**src/pfc_pkg.sv**
```systemverilog
// Constants, register map and field layout of the PLL fraction and phase control block.
package pfc_pkg;
	// Wishbone widths.
	localparam int WB_AW = 8;
	localparam int WB_DW = 32;
	localparam int WB_SW = 4;

	// Register byte offsets.
	localparam logic [WB_AW-1:0] OFS_CFG   = 8'h00;
	localparam logic [WB_AW-1:0] OFS_FRAC  = 8'h04;
	localparam logic [WB_AW-1:0] OFS_STAT  = 8'h08;
	localparam logic [WB_AW-1:0] OFS_EFF   = 8'h0C;
	localparam logic [WB_AW-1:0] OFS_RATIO = 8'h10;

	// Configuration word field positions.
	localparam int F_SDO_LSB  = 29;
	localparam int F_SDO_W    = 3;
	localparam int F_IORD_LSB = 21;
	localparam int F_IORD_W   = 2;
	localparam int F_TRIM_LSB = 16;
	localparam int F_TRIM_W   = 5;
	localparam int F_FWD      = 15;
	localparam int F_FBCLR    = 14;
	localparam int F_DRVRST   = 13;
	localparam int F_FSYNC    = 12;
	localparam int F_BACK     = 11;
	localparam int F_RATIO    = 10;
	localparam int F_DENH_W   = 10;
	localparam int F_DENL_W   = 6;

	// Status word field positions.
	localparam int S_PHASE_LSB = 0;
	localparam int S_RATIO     = 3;
	localparam int S_MOD       = 4;
	localparam int S_INACC     = 5;
	localparam int S_BUSY      = 6;

	// Widths of the datapath.
	localparam int FRAC_W  = 28;
	localparam int NUM_LSB = 9;
	localparam int NUM_W   = 16;
	localparam int DEN_W   = 16;
	localparam int PHASE_W = 3;
	localparam int NA_W    = 17;

	// Reset values.
	localparam logic [WB_DW-1:0]  CFG_RESET  = 32'h0000_0000;
	localparam logic [FRAC_W-1:0] FRAC_RESET = 28'h000_0000;

	// Interpolation order codes.
	localparam logic [F_IORD_W-1:0] IORD_EIGHT = 2'h0;
	localparam logic [F_IORD_W-1:0] IORD_FOUR  = 2'h1;
	localparam logic [F_IORD_W-1:0] IORD_TWO   = 2'h2;
	localparam logic [F_IORD_W-1:0] IORD_NONE  = 2'h3;

	// Charge pump step, 3.125 uA expressed in nanoamps.
	localparam logic [NA_W-1:0] PUMP_STEP_NA = 17'h0_0C35;

	// Length of the driver reset part of a forced sync cycle.
	localparam int CLK_PERIOD_PS = 5000;
	localparam int SYNC_HOLD_NS  = 20;
	localparam int SYNC_HOLD_CYC = (SYNC_HOLD_NS * 1000 + CLK_PERIOD_PS - 1) / CLK_PERIOD_PS;
	localparam int SYNC_CNT_W    = 4;

	// Forced sync sequencer states.
	typedef enum logic [0:0] {
		PFC_SYNC_IDLE,
		PFC_SYNC_HOLD
	} pfc_sync_e;
endpackage

```
**src/pfc_pll_fraction_phase_control.sv**
```systemverilog
// Register file and control logic for one PLL's fraction, phase step and sync fields.
//
// Chosen here: the placing of the registers and the Wishbone register port.
`timescale 1ns/1ps

// Overview of operation
// RULE_01 - Decode interpolation order into eight, four, two, none.
// RULE_02 - Reduced order drops low fraction bits. Here only orders two and none drop bits; order four keeps the whole fraction.
// RULE_03 - Pump current is 3.125 uA times code+1.
// RULE_04 - Forward edge advances output one eighth cycle.
// RULE_05 - Phase step ignores interpolation order.
// RULE_06 - Step only on rising edge; host re-arms.
// RULE_07 - Back edge retards output one eighth cycle.
// RULE_08 - Host pulses divider clear after order change.
// RULE_09 - Driver reset bit resets both output drivers.
// RULE_10 - Forced sync runs reset cycle, pulses outputs.
// RULE_11 - Ratio mode: numerator bits 24:9, modulus denominator.
// RULE_12 - Zero denominator means plain fixed-point fraction.
// RULE_13 - Zero modulation order flags too-fine fraction bits.
// RULE_14 - Edges found against previous registered bit.
module pfc_pll_fraction_phase_control (
	input  wire logic                        clk,
	input  wire logic                        reset_n,
	input  wire logic                        wb_cyc_i,
	input  wire logic                        wb_stb_i,
	input  wire logic                        wb_we_i,
	input  wire logic [pfc_pkg::WB_AW-1:0]   wb_adr_i,
	input  wire logic [pfc_pkg::WB_SW-1:0]   wb_sel_i,
	input  wire logic [pfc_pkg::WB_DW-1:0]   wb_dat_i,
	output logic      [pfc_pkg::WB_DW-1:0]   wb_dat_o,
	output logic                             wb_ack_o,
	output logic      [pfc_pkg::PHASE_W-1:0] phase_sel,
	output logic                             phase_fwd_pulse,
	output logic                             phase_back_pulse,
	output logic      [pfc_pkg::NA_W-1:0]    pump_current_na,
	output logic      [pfc_pkg::FRAC_W-1:0]  frac_effective,
	output logic                             ratio_active,
	output logic      [pfc_pkg::NUM_W-1:0]   ratio_numerator,
	output logic      [pfc_pkg::DEN_W-1:0]   ratio_denominator,
	output logic                             modulation_on,
	output logic                             frac_inaccurate,
	output logic                             fb_div_reset,
	output logic                             first_output_reset,
	output logic                             second_output_reset,
	output logic                             sync_pll_a,
	output logic                             sync_pll_b
);
	import pfc_pkg::*;

	// Cycles from a forced sync edge to the sync pulse at the outputs.
	localparam int SYNC_LAT = SYNC_HOLD_CYC + 1;

	logic [WB_DW-1:0]      cfg;         // Writable configuration word.
	logic [FRAC_W-1:0]     frac;        // Fractional feedback divider word.
	logic                  fwd_prev;    // Forward bit as seen one cycle earlier.
	logic                  back_prev;   // Back bit as seen one cycle earlier.
	logic                  fsync_prev;  // Forced sync bit as seen one cycle earlier.
	logic                  step_fwd;    // Forward edge this cycle.
	logic                  step_back;   // Back edge this cycle.
	logic                  sync_start;  // Forced sync edge this cycle.
	pfc_sync_e             sync_state;  // Forced sync sequencer.
	logic [SYNC_CNT_W-1:0] sync_cnt;    // Cycles spent in the hold part.
	logic                  wb_req;      // A new bus request waits for its answer.
	logic [F_IORD_W-1:0]   iord;        // Interpolation order field.
	logic [F_TRIM_W-1:0]   trim;        // Pump current trim code.
	logic [DEN_W-1:0]      den_raw;     // Modulus assembled from both words.
	logic [WB_DW-1:0]      stat_word;   // Status as read by software.

	// Mask of the low fraction bits that the chosen order cannot use.
	function automatic logic [FRAC_W-1:0] drop_mask(input logic [F_IORD_W-1:0] ord);
		unique case (ord)
			IORD_EIGHT: drop_mask = 28'h000_0000;
			IORD_FOUR:  drop_mask = 28'h000_0000;
			IORD_TWO:   drop_mask = 28'h000_0001;
			IORD_NONE:  drop_mask = 28'h000_0003;
		endcase
	endfunction

	// Fraction bits finer than the phase resolution of the chosen order.
	function automatic logic [FRAC_W-1:0] fine_mask(input logic [F_IORD_W-1:0] ord);
		unique case (ord)
			IORD_EIGHT: fine_mask = 28'h1FF_FFFF;
			IORD_FOUR:  fine_mask = 28'h3FF_FFFF;
			IORD_TWO:   fine_mask = 28'h7FF_FFFF;
			IORD_NONE:  fine_mask = 28'hFFF_FFFF;
		endcase
	endfunction

	// Merges write data into a register under the byte enables.
	function automatic logic [WB_DW-1:0] merge(input logic [WB_DW-1:0] old_v,
		input logic [WB_DW-1:0] new_v, input logic [WB_SW-1:0] sel);
		logic [WB_DW-1:0] r;
		r = old_v;
		for (int i = 0; i < WB_SW; i++) begin
			if (sel[i]) begin
				r[i*8 +: 8] = new_v[i*8 +: 8];
			end
		end
		merge = r;
	endfunction

	assign iord    = cfg[F_IORD_LSB +: F_IORD_W];
	assign trim    = cfg[F_TRIM_LSB +: F_TRIM_W];
	// The low six modulus bits share storage with the low fraction bits.
	assign den_raw = {cfg[F_DENH_W-1:0], frac[F_DENL_W-1:0]}; // RULE_11

	// Edge detection compares each bit with its registered copy, so a held bit
	// produces one step only and the host must clear it to re-arm.
	assign step_fwd   = cfg[F_FWD] & ~fwd_prev;     // RULE_14
	assign step_back  = cfg[F_BACK] & ~back_prev;   // RULE_06
	assign sync_start = cfg[F_FSYNC] & ~fsync_prev;

	// A request is answered once; the held request must not be answered twice.
	assign wb_req = wb_cyc_i & wb_stb_i & ~wb_ack_o;

	// Status word assembled from live block state.
	always_comb begin
		stat_word = '0;
		stat_word[S_PHASE_LSB +: PHASE_W] = phase_sel;
		stat_word[S_RATIO] = ratio_active;
		stat_word[S_MOD]   = modulation_on;
		stat_word[S_INACC] = frac_inaccurate;
		stat_word[S_BUSY]  = (sync_state == PFC_SYNC_HOLD);
	end

	// Bus answer: one cycle after the request, dropped the cycle after.
	always_ff @(posedge clk) begin
		if (!reset_n) begin
			wb_ack_o <= 1'b0;
			wb_dat_o <= '0;
		end else begin
			wb_ack_o <= wb_req;
			if (wb_req && !wb_we_i) begin
				unique case (wb_adr_i)
					OFS_CFG:   wb_dat_o <= cfg;
					OFS_FRAC:  wb_dat_o <= {{(WB_DW-FRAC_W){1'b0}}, frac};
					OFS_STAT:  wb_dat_o <= stat_word;
					OFS_EFF:   wb_dat_o <= {{(WB_DW-FRAC_W){1'b0}}, frac_effective};
					OFS_RATIO: wb_dat_o <= {ratio_denominator, ratio_numerator};
					// Unmapped addresses read as zero.
					default:   wb_dat_o <= '0;
				endcase
			end
		end
	end

	// Writable registers. A write lands at the edge at which the master samples
	// ack high, so a master that drops its request early leaves no trace.
	always_ff @(posedge clk) begin
		if (!reset_n) begin
			cfg  <= CFG_RESET;
			frac <= FRAC_RESET;
		end else if (wb_cyc_i && wb_stb_i && wb_ack_o && wb_we_i) begin
			if (wb_adr_i == OFS_CFG) begin
				cfg <= merge(cfg, wb_dat_i, wb_sel_i);
			end else if (wb_adr_i == OFS_FRAC) begin
				frac <= FRAC_W'(merge({{(WB_DW-FRAC_W){1'b0}}, frac}, wb_dat_i, wb_sel_i));
			end
		end
	end

	// Previous copies of the edge-triggered control bits.
	always_ff @(posedge clk) begin
		if (!reset_n) begin
			fwd_prev   <= 1'b0;
			back_prev  <= 1'b0;
			fsync_prev <= 1'b0;
		end else begin
			fwd_prev   <= cfg[F_FWD];   // RULE_14
			back_prev  <= cfg[F_BACK];  // RULE_14
			fsync_prev <= cfg[F_FSYNC];
		end
	end

	// Eighth-cycle phase selector. The interpolation order is not looked at,
	// so a step is the same size in every mode. Simultaneous edges cancel.
	always_ff @(posedge clk) begin
		if (!reset_n) begin
			phase_sel        <= '0;
			phase_fwd_pulse  <= 1'b0;
			phase_back_pulse <= 1'b0;
		end else begin
			phase_fwd_pulse  <= step_fwd;
			phase_back_pulse <= step_back;
			if (step_fwd && !step_back) begin
				phase_sel <= phase_sel + 3'h1; // RULE_04 RULE_05
			end else if (step_back && !step_fwd) begin
				phase_sel <= phase_sel - 3'h1; // RULE_07
			end
		end
	end

	// Pump current and fraction interpretation, registered for clean outputs.
	always_ff @(posedge clk) begin
		if (!reset_n) begin
			pump_current_na   <= PUMP_STEP_NA;
			frac_effective    <= '0;
			ratio_active      <= 1'b0;
			ratio_numerator   <= '0;
			ratio_denominator <= '0;
			modulation_on     <= 1'b0;
			frac_inaccurate   <= 1'b0;
		end else begin
			pump_current_na <= NA_W'(PUMP_STEP_NA * ({12'h000, trim} + 17'h0_0001)); // RULE_03
			frac_effective  <= frac & ~drop_mask(iord); // RULE_01 RULE_02
			// A zero modulus keeps the plain fixed-point reading.
			ratio_active      <= cfg[F_RATIO] && (den_raw != '0); // RULE_12
			ratio_numerator   <= frac[NUM_LSB +: NUM_W];          // RULE_11
			ratio_denominator <= den_raw;                         // RULE_11
			modulation_on     <= (cfg[F_SDO_LSB +: F_SDO_W] != '0);
			// Without modulation only the phase resolution is exact.
			frac_inaccurate <= (cfg[F_SDO_LSB +: F_SDO_W] == '0) &&
				((frac & fine_mask(iord)) != '0); // RULE_13
		end
	end

	// Forced sync: hold the drivers in reset, then pulse both PLL syncs once.
	always_ff @(posedge clk) begin
		if (!reset_n) begin
			sync_state <= PFC_SYNC_IDLE;
			sync_cnt   <= '0;
			sync_pll_a <= 1'b0;
			sync_pll_b <= 1'b0;
		end else begin
			sync_pll_a <= 1'b0;
			sync_pll_b <= 1'b0;
			unique case (sync_state)
				// An edge that arrives while busy is lost; the host re-arms by clearing.
				PFC_SYNC_IDLE: begin
					sync_cnt <= '0;
					if (sync_start) begin
						sync_state <= PFC_SYNC_HOLD; // RULE_10
					end
				end
				PFC_SYNC_HOLD: begin
					sync_cnt <= sync_cnt + 4'h1;
					if (sync_cnt == SYNC_CNT_W'(SYNC_HOLD_CYC - 1)) begin
						sync_state <= PFC_SYNC_IDLE;
						sync_pll_a <= 1'b1; // RULE_10
						sync_pll_b <= 1'b1; // RULE_10
					end
				end
			endcase
		end
	end

	// Level controls. The divider clear follows the bit; sequencing it after an
	// order or divider change is left to the host.
	always_ff @(posedge clk) begin
		if (!reset_n) begin
			fb_div_reset        <= 1'b0;
			first_output_reset  <= 1'b0;
			second_output_reset <= 1'b0;
		end else begin
			fb_div_reset        <= cfg[F_FBCLR]; // RULE_08
			first_output_reset  <= cfg[F_DRVRST] || (sync_state == PFC_SYNC_HOLD); // RULE_09
			second_output_reset <= cfg[F_DRVRST] || (sync_state == PFC_SYNC_HOLD); // RULE_09
		end
	end
endmodule

```
**config.mk**
```make
export PLATFORM = sky130hd
export DESIGN_NAME = pfc_pll_fraction_phase_control
export DESIGN_NICKNAME = d
export VERILOG_FILES = /design/src/pfc_pkg.sv /design/src/pfc_pll_fraction_phase_control.sv
export SDC_FILE = /design/constraint.sdc
export NUM_CORES = 1
export LEC_CHECK = 0
export ABC_AREA = 1
export BUFFER_PORTS_ARGS = -buffer_cell sky130_fd_sc_hd__buf_4
export CAP_MARGIN = 20
export CORE_UTILIZATION = 45
export DETAILED_ROUTE_END_ITERATION = 8
export HOLD_SLACK_MARGIN = 0.02
export PLACE_DENSITY_LB_ADDON = 0.3
export SLEW_MARGIN = 25
export SYNTH_ARGS = -nofsm -noshare
export SYNTH_HDL_FRONTEND = slang
export SYNTH_SLANG_ARGS = --single-unit
```
**constraint.sdc**
```tcl
create_clock -name clk -period 4.1 [get_ports clk]
set_input_delay 0.41 -clock clk [delete_from_list [all_inputs] [get_ports clk]]
set_output_delay 0.41 -clock clk [all_outputs]
set_load 0.02 [all_outputs]
```
# Yosys cells after proc, flatten, opt, wreduce, memory -nomap -nowiden
# Cells that the tools add are included.
[totals]
in_bits = 49
ff_bits = 189
out_inout_bits = 123
[classes]
n_eq_ne = 8
n_bitwise = 14
n_mux = 12
reduce_logical = 29
n_mul = 1
n_addsub = 4
[op_table]
columns = ["cell", "n"]
rows = [
  ["32-bit case mux with 5 select lines", 1],
  ["28-bit case mux with 4 select lines", 1],
  ["28-bit case mux with 3 select lines", 1],
  ["28-bit bitwise AND", 2],
  ["28-bit 2-to-1 mux", 2],
  ["28-bit inverter", 1],
  ["28-bit nonzero test", 1],
  ["12-bit by 6-bit multiplier with 17-bit output (first input constant)", 1],
  ["8-bit by 4-bit equality test with 1-bit output (second input constant)", 2],
  ["4-bit AND reduction", 4],
  ["16-bit nonzero test", 1],
  ["3-bit AND reduction", 4],
  ["8-bit by 3-bit equality test with 1-bit output (second input constant)", 1],
  ["8-bit by 5-bit equality test with 1-bit output (second input constant)", 1],
  ["1-bit logical AND", 8],
  ["8-bit logical NOT", 1],
  ["4-bit case mux with 2 select lines", 1],
  ["5-bit by 1-bit adder with 6-bit output (second input constant)", 1],
  ["3-bit 2-to-1 mux", 2],
  ["1-bit inverter", 6],
  ["1-bit bitwise AND", 5],
  ["4-bit by 1-bit adder with 4-bit output (second input constant)", 1],
  ["2-bit equality test (second input constant)", 2],
  ["4-bit by 2-bit equality test with 1-bit output (second input constant)", 1],
  ["13 further kinds", 17],
]

# Longest topological paths before layout
[logic_depth]
depth_word = 6
ltp_mapped = 20

# Worst setup path before layout
# OpenSTA, ideal clock, no wires.
[synth_path]
kind = "register to register"
start = "register cfg[16]"
end = "register pump_current_na[11] in the netlist's numbering"
period_less_slack_ps = 3160
arrival_time_ps = 3026
setup_time_ps = 133
slack_ps = 940
n_path_buf = 0
path_stages_with_launch = 15
required_time_ps = 3967
cell_sequence = "dfxtp_1 > inv_1 > ha_1 > inv_1 > ha_1 > ha_1 > inv_1 > fa_1 > inv_1 > ha_1 > a21oi_1 > nand2_1 > a21oi_1 > or2_2 > nand3_1"
[synth_via]
elab_chain_cells = 2
[synth_rtl]
columns = ["element", "line_no", "text"]
rows = [
  ["from (decl)", "pfc_pll_fraction_phase_control.sv:53", "logic [WB_DW-1:0] cfg;"],
  ["from (signal assigned)", "pfc_pll_fraction_phase_control.sv:155", "cfg <= merge(cfg, wb_dat_i, wb_sel_i);"],
  ["5-bit by 1-bit adder with 6-bit output", "pfc_pll_fraction_phase_control.sv:204", "pump_current_na <= NA_W'(PUMP_STEP_NA * ({12'h000, trim} + 17'h0_0001));"],
  ["12-bit by 6-bit multiplier with 17-bit output", "pfc_pll_fraction_phase_control.sv:204", ""],
  ["to (signal assigned)", "pfc_pll_fraction_phase_control.sv:204", ""],
  ["to (decl)", "pfc_pll_fraction_phase_control.sv:35", "output logic [pfc_pkg::NA_W-1:0] pump_current_na,"],
]
# No other way between the ends.
# A chain may end at the register's enable or synchronous reset.

# Worst setup path after layout
# Ends and elaborated chain as after synthesis.

==> impl_summary.log <==
INFO  metric grt_antenna_before_repair = 0
INFO  metric transition_time_at_the_pin_with_the_least_slew_margin = between 800 and 900 ps
INFO  metric rsz0062_at_grt = no
INFO  metric critical_path.max_fanout = 7
INFO  metric post_route_cells_drive_above_1_share = 0.1997
INFO  metric dieWidth = roughly 130 um
INFO  metric fillCellCount = about 1600
INFO  metric post_drt_wl_per_cell = 16.68 um
INFO  metric post_cts_buffers = 0
INFO  metric tritoncts = built
INFO  metric gp_congestion = around 0.89
INFO  metric cp_top_family = adder cells
INFO  metric synthesis.instances = between 1000 and 1500
INFO  metric first_pass_grt_wire_length = ~37 mm
INFO  metric cts.htree.levels = 4
INFO  metric syn_nets = roughly 1100
INFO  metric rows = between 40 and 50
INFO  metric post_synth_num_cell_types = 35
INFO  metric grt_overflow = 0
INFO  metric synth_compound_area_frac = 0.1422
INFO  metric most-common-layout-cells = sky130_fd_sc_hd__nand2_1, sky130_fd_sc_hd__buf_4, sky130_fd_sc_hd__dfxtp_1
INFO  metric synth.mux.area_fraction = 0
INFO  metric floorplan.die_area = 18110 sq um
INFO  metric total_power_per_unit_cell_area = approximately 350 nW/um^2
INFO  metric maxCapViolCount = 0
INFO  metric number_of_instances_in_the_placed_design = approximately 1400
INFO  metric grt_pass1_vias = about 6800
INFO  metric area_growth = 23.32%
INFO  metric hold-worst-slack = 208.9 ps
INFO  metric cp_data_required_time = 4380 ps
INFO  metric drcViolationCount = 0
INFO  metric fmaxAchievable = between 200 and 300 MHz
INFO  metric io-pin-count = around 170
INFO  metric wl = 23.55 mm
INFO  metric cts_buffers = 17
INFO  metric leakagePower = between 4 and 5 nW
INFO  metric share_of_the_yosys_chip_area_belonging_to_registers = 0.4278
INFO  metric layout_worst_path_cycle_share = 0.8757
INFO  metric grt_max_degree = around 90
INFO  metric final_hold_viol_count = 0
INFO  metric cp-start-kind = flop
INFO  metric detail_route.vias_per_cell = between 5 and 6
INFO  metric antenna_left = 0
INFO  metric dpl.hpwl = ~18 mm
INFO  metric postSynthAreaPerCell = around 7.6 sq um
INFO  metric first_pass_iters = 5
INFO  metric instances_no_fill = roughly 1400
INFO  metric endpoint_kind = flop
INFO  metric coreArea = ~17000 sq um
INFO  metric worst_path_max_delay_cell = sky130_fd_sc_hd__fa_1
INFO  metric timing.final.crit_period = about 3600 ps
INFO  metric synth_xor_area_frac = 0.008859
INFO  metric ir_drop = 0.0003162 V
INFO  metric critical_path.cell_chain = ha_1 > xor2_1 > ha_1 > ha_1 > inv_1 > fa_1 > inv_1 > ha_1 > a21oi_1 > nand2_1 > a21oi_1 > or2_2 > nand3_1
INFO  metric setup_total_negative_slack = 0 ps
INFO  metric synth_top_family_by_area = simple AND/OR/NAND/NOR gates
INFO  metric timing.final.max_slew_violations = 0
INFO  metric finalSetupViolCount = 0
INFO  metric timing.setup.critical_path_class = reg2reg
INFO  metric timing.critical_path.slowest_cell_delay = between 500 and 600 ps
INFO  metric yosysWarningCount = 0
INFO  metric place.port_buffers = ~170
INFO  metric finalClockSkew = about 7.7 ps
INFO  metric initialDrtViolationCount = about 860
INFO  metric post_cts_resized = 0
INFO  metric hold_path.class = in2reg
INFO  metric die_y = 134.6 um
INFO  metric initial_core_util = 0.4588
INFO  metric numClockSinks = roughly 170
INFO  metric groute.usage.overall = 0.2670
INFO  metric insertion_delay = 440 ps
INFO  metric final_nets = between 1000 and 1500
INFO  metric outcome = completed
INFO  metric cts_root_buf = sky130_fd_sc_hd__clkbuf_16
INFO  metric timing.critical_path.buf_inv = 2
INFO  metric ys_seq_elements = ~170
INFO  metric mostFrequentLayoutCell = sky130_fd_sc_hd__nand2_1
INFO  metric critical_path.most_common_cell = sky130_fd_sc_hd__ha_1
INFO  metric insertedDiodeCount = 0
INFO  metric vias = approximately 7400
INFO  metric cts_hold_buffers = 0
INFO  metric synth_area = slightly below 8000 sq um
INFO  metric synth_simple_gate_area_frac = 0.2278
INFO  metric final_util = 0.5658
INFO  metric crit_arrival = 3870 ps
INFO  metric ctsLongestPathBuffers = 2
INFO  metric timing.max_slew.rel_slack = 0.4131
INFO  metric cts.clk_slew.worst_paths = 80 ps
INFO  metric synth_fa_ha_area_frac = 0.07277
==> logic make-up after synthesis <==
| logic type | count (synthesis) |
|---|---|
| DFF | 169 |
| AOI/OAI and AO/OA | 221 |
| buffers and inverters | 214 |
| adders and majority gates | 43 |
| xor gates and xnor gates | 8 |
| and+or+nand+nor | 388 |
==> cell usage after synthesis <==
master,instances,area (sq um)
sky130_fd_sc_hd__a21boi_0,1,7.510
sky130_fd_sc_hd__a21o_1,2,15.01
sky130_fd_sc_hd__a21oi_1,120,600.6
sky130_fd_sc_hd__a31oi_1,1,6.260
sky130_fd_sc_hd__buf_1,1,3.750
sky130_fd_sc_hd__buf_2,6,30.03
sky130_fd_sc_hd__buf_4,22,165.2
sky130_fd_sc_hd__buf_6,8,90.09
sky130_fd_sc_hd__clkbuf_1,32,120.1
sky130_fd_sc_hd__clkinv_1,1,3.750
sky130_fd_sc_hd__dfxtp_1,169,3383
sky130_fd_sc_hd__fa_1,5,100.1
sky130_fd_sc_hd__ha_1,38,475.5
sky130_fd_sc_hd__inv_1,142,533.0
sky130_fd_sc_hd__inv_2,2,7.510
sky130_fd_sc_hd__nand2_1,183,686.9
sky130_fd_sc_hd__nand2_2,2,12.51
sky130_fd_sc_hd__nand2_4,1,11.26
sky130_fd_sc_hd__nand3_1,90,450.4
sky130_fd_sc_hd__nand3b_1,1,7.510
sky130_fd_sc_hd__nand4_1,24,150.1
sky130_fd_sc_hd__nand4_4,1,21.27
sky130_fd_sc_hd__nor2_1,58,217.7
sky130_fd_sc_hd__nor2_2,2,12.51
sky130_fd_sc_hd__nor2_4,1,11.26
sky130_fd_sc_hd__nor3_1,5,25.02
sky130_fd_sc_hd__nor3_4,7,113.9
sky130_fd_sc_hd__nor4_1,7,43.79
sky130_fd_sc_hd__o21a_1,3,22.52
sky130_fd_sc_hd__o21ai_0,89,445.4
sky130_fd_sc_hd__o21ai_1,4,20.02
sky130_fd_sc_hd__o21bai_1,1,7.510
sky130_fd_sc_hd__or2_2,6,37.54
sky130_fd_sc_hd__xnor2_1,2,17.52
sky130_fd_sc_hd__xor2_1,6,52.55
==> metal layers <==
layer / track usage / wire (um)
met1: 0.3709 / 10420
met2: 0.4039 / 10450
met3: 0.05330 / 1971
met4: 0.1111 / 705
met5: 0 / 0
==> final cells by class <==
cell class                      count  area [sq um]  area share
Multi-Input combinational cell    660          3580      0.3670
Timing Repair Buffer              181          1359      0.1393
Clock buffer                       17         425.4     0.04362
Inverter                          145         544.3     0.05581
Tap cell                          225         281.5     0.02886
Sequential cell                   169          3383      0.3469
Clock inverter                     15         180.2     0.01847
==> tightest hold or removal path, delay by kind of cell <==
kind,cells,cell delay [ps]
AOI/OAI and AO/OA,1,50
buffers and inverters,2,140
==> path summary, 6_finish.rpt <==
kind                      from                  end  slack (ps)  cells after the start
setup / recovery       cfg[16]  pump_current_na[11]         510                     13
hold / removal    wb_dat_i[28]              cfg[28]         210                      3
setup reg to reg       cfg[16]  pump_current_na[11]         510                     13
hold reg to reg       fwd_prev      phase_fwd_pulse         400                      1
==> flip-flops by register name, summed over array words and instances (netlist names) <==
register	cells
fwd_prev	1
phase_fwd_pulse	1
pump_current_na	17
modulation_on	1
wb_ack_o	1
cfg	32
frac	28
back_prev	1
sync_pll_b	1
second_output_reset	1
frac_effective	28
frac_inaccurate	1
ratio_denominator	12
fsync_prev	1
phase_sel	3
sync_state	1
wb_dat_o	32
fb_div_reset	1
sync_cnt	4
ratio_active	1
phase_back_pulse	1
==> report_power, final <==
| group | leakage [nW] | total (mW) | switching (mW) | internal [mW] |
|---|---|---|---|---|
| logic | 3.14 | 0.140 | 0.0899 | 0.0497 |
| clock network | 0.291 | 1.61 | 0.784 | 0.825 |
| registers | 1.36 | 1.65 | 0.00284 | 1.64 |
==> stage by stage <==
step / setup WS (ps) / instance area, sq um / power (mW)
floorplan: 940.3 / 7909 / 1.751
global placement: 727.2 / 9148 / 1.821
detailed placement: 577.2 / 9148 / 1.822
CTS: 511.4 / 9753 / 3.416
global route: 171.4 / 9753 / 3.498
finish: 509.7 / 9753 / 3.395
(Power assumes the default switching activity.)
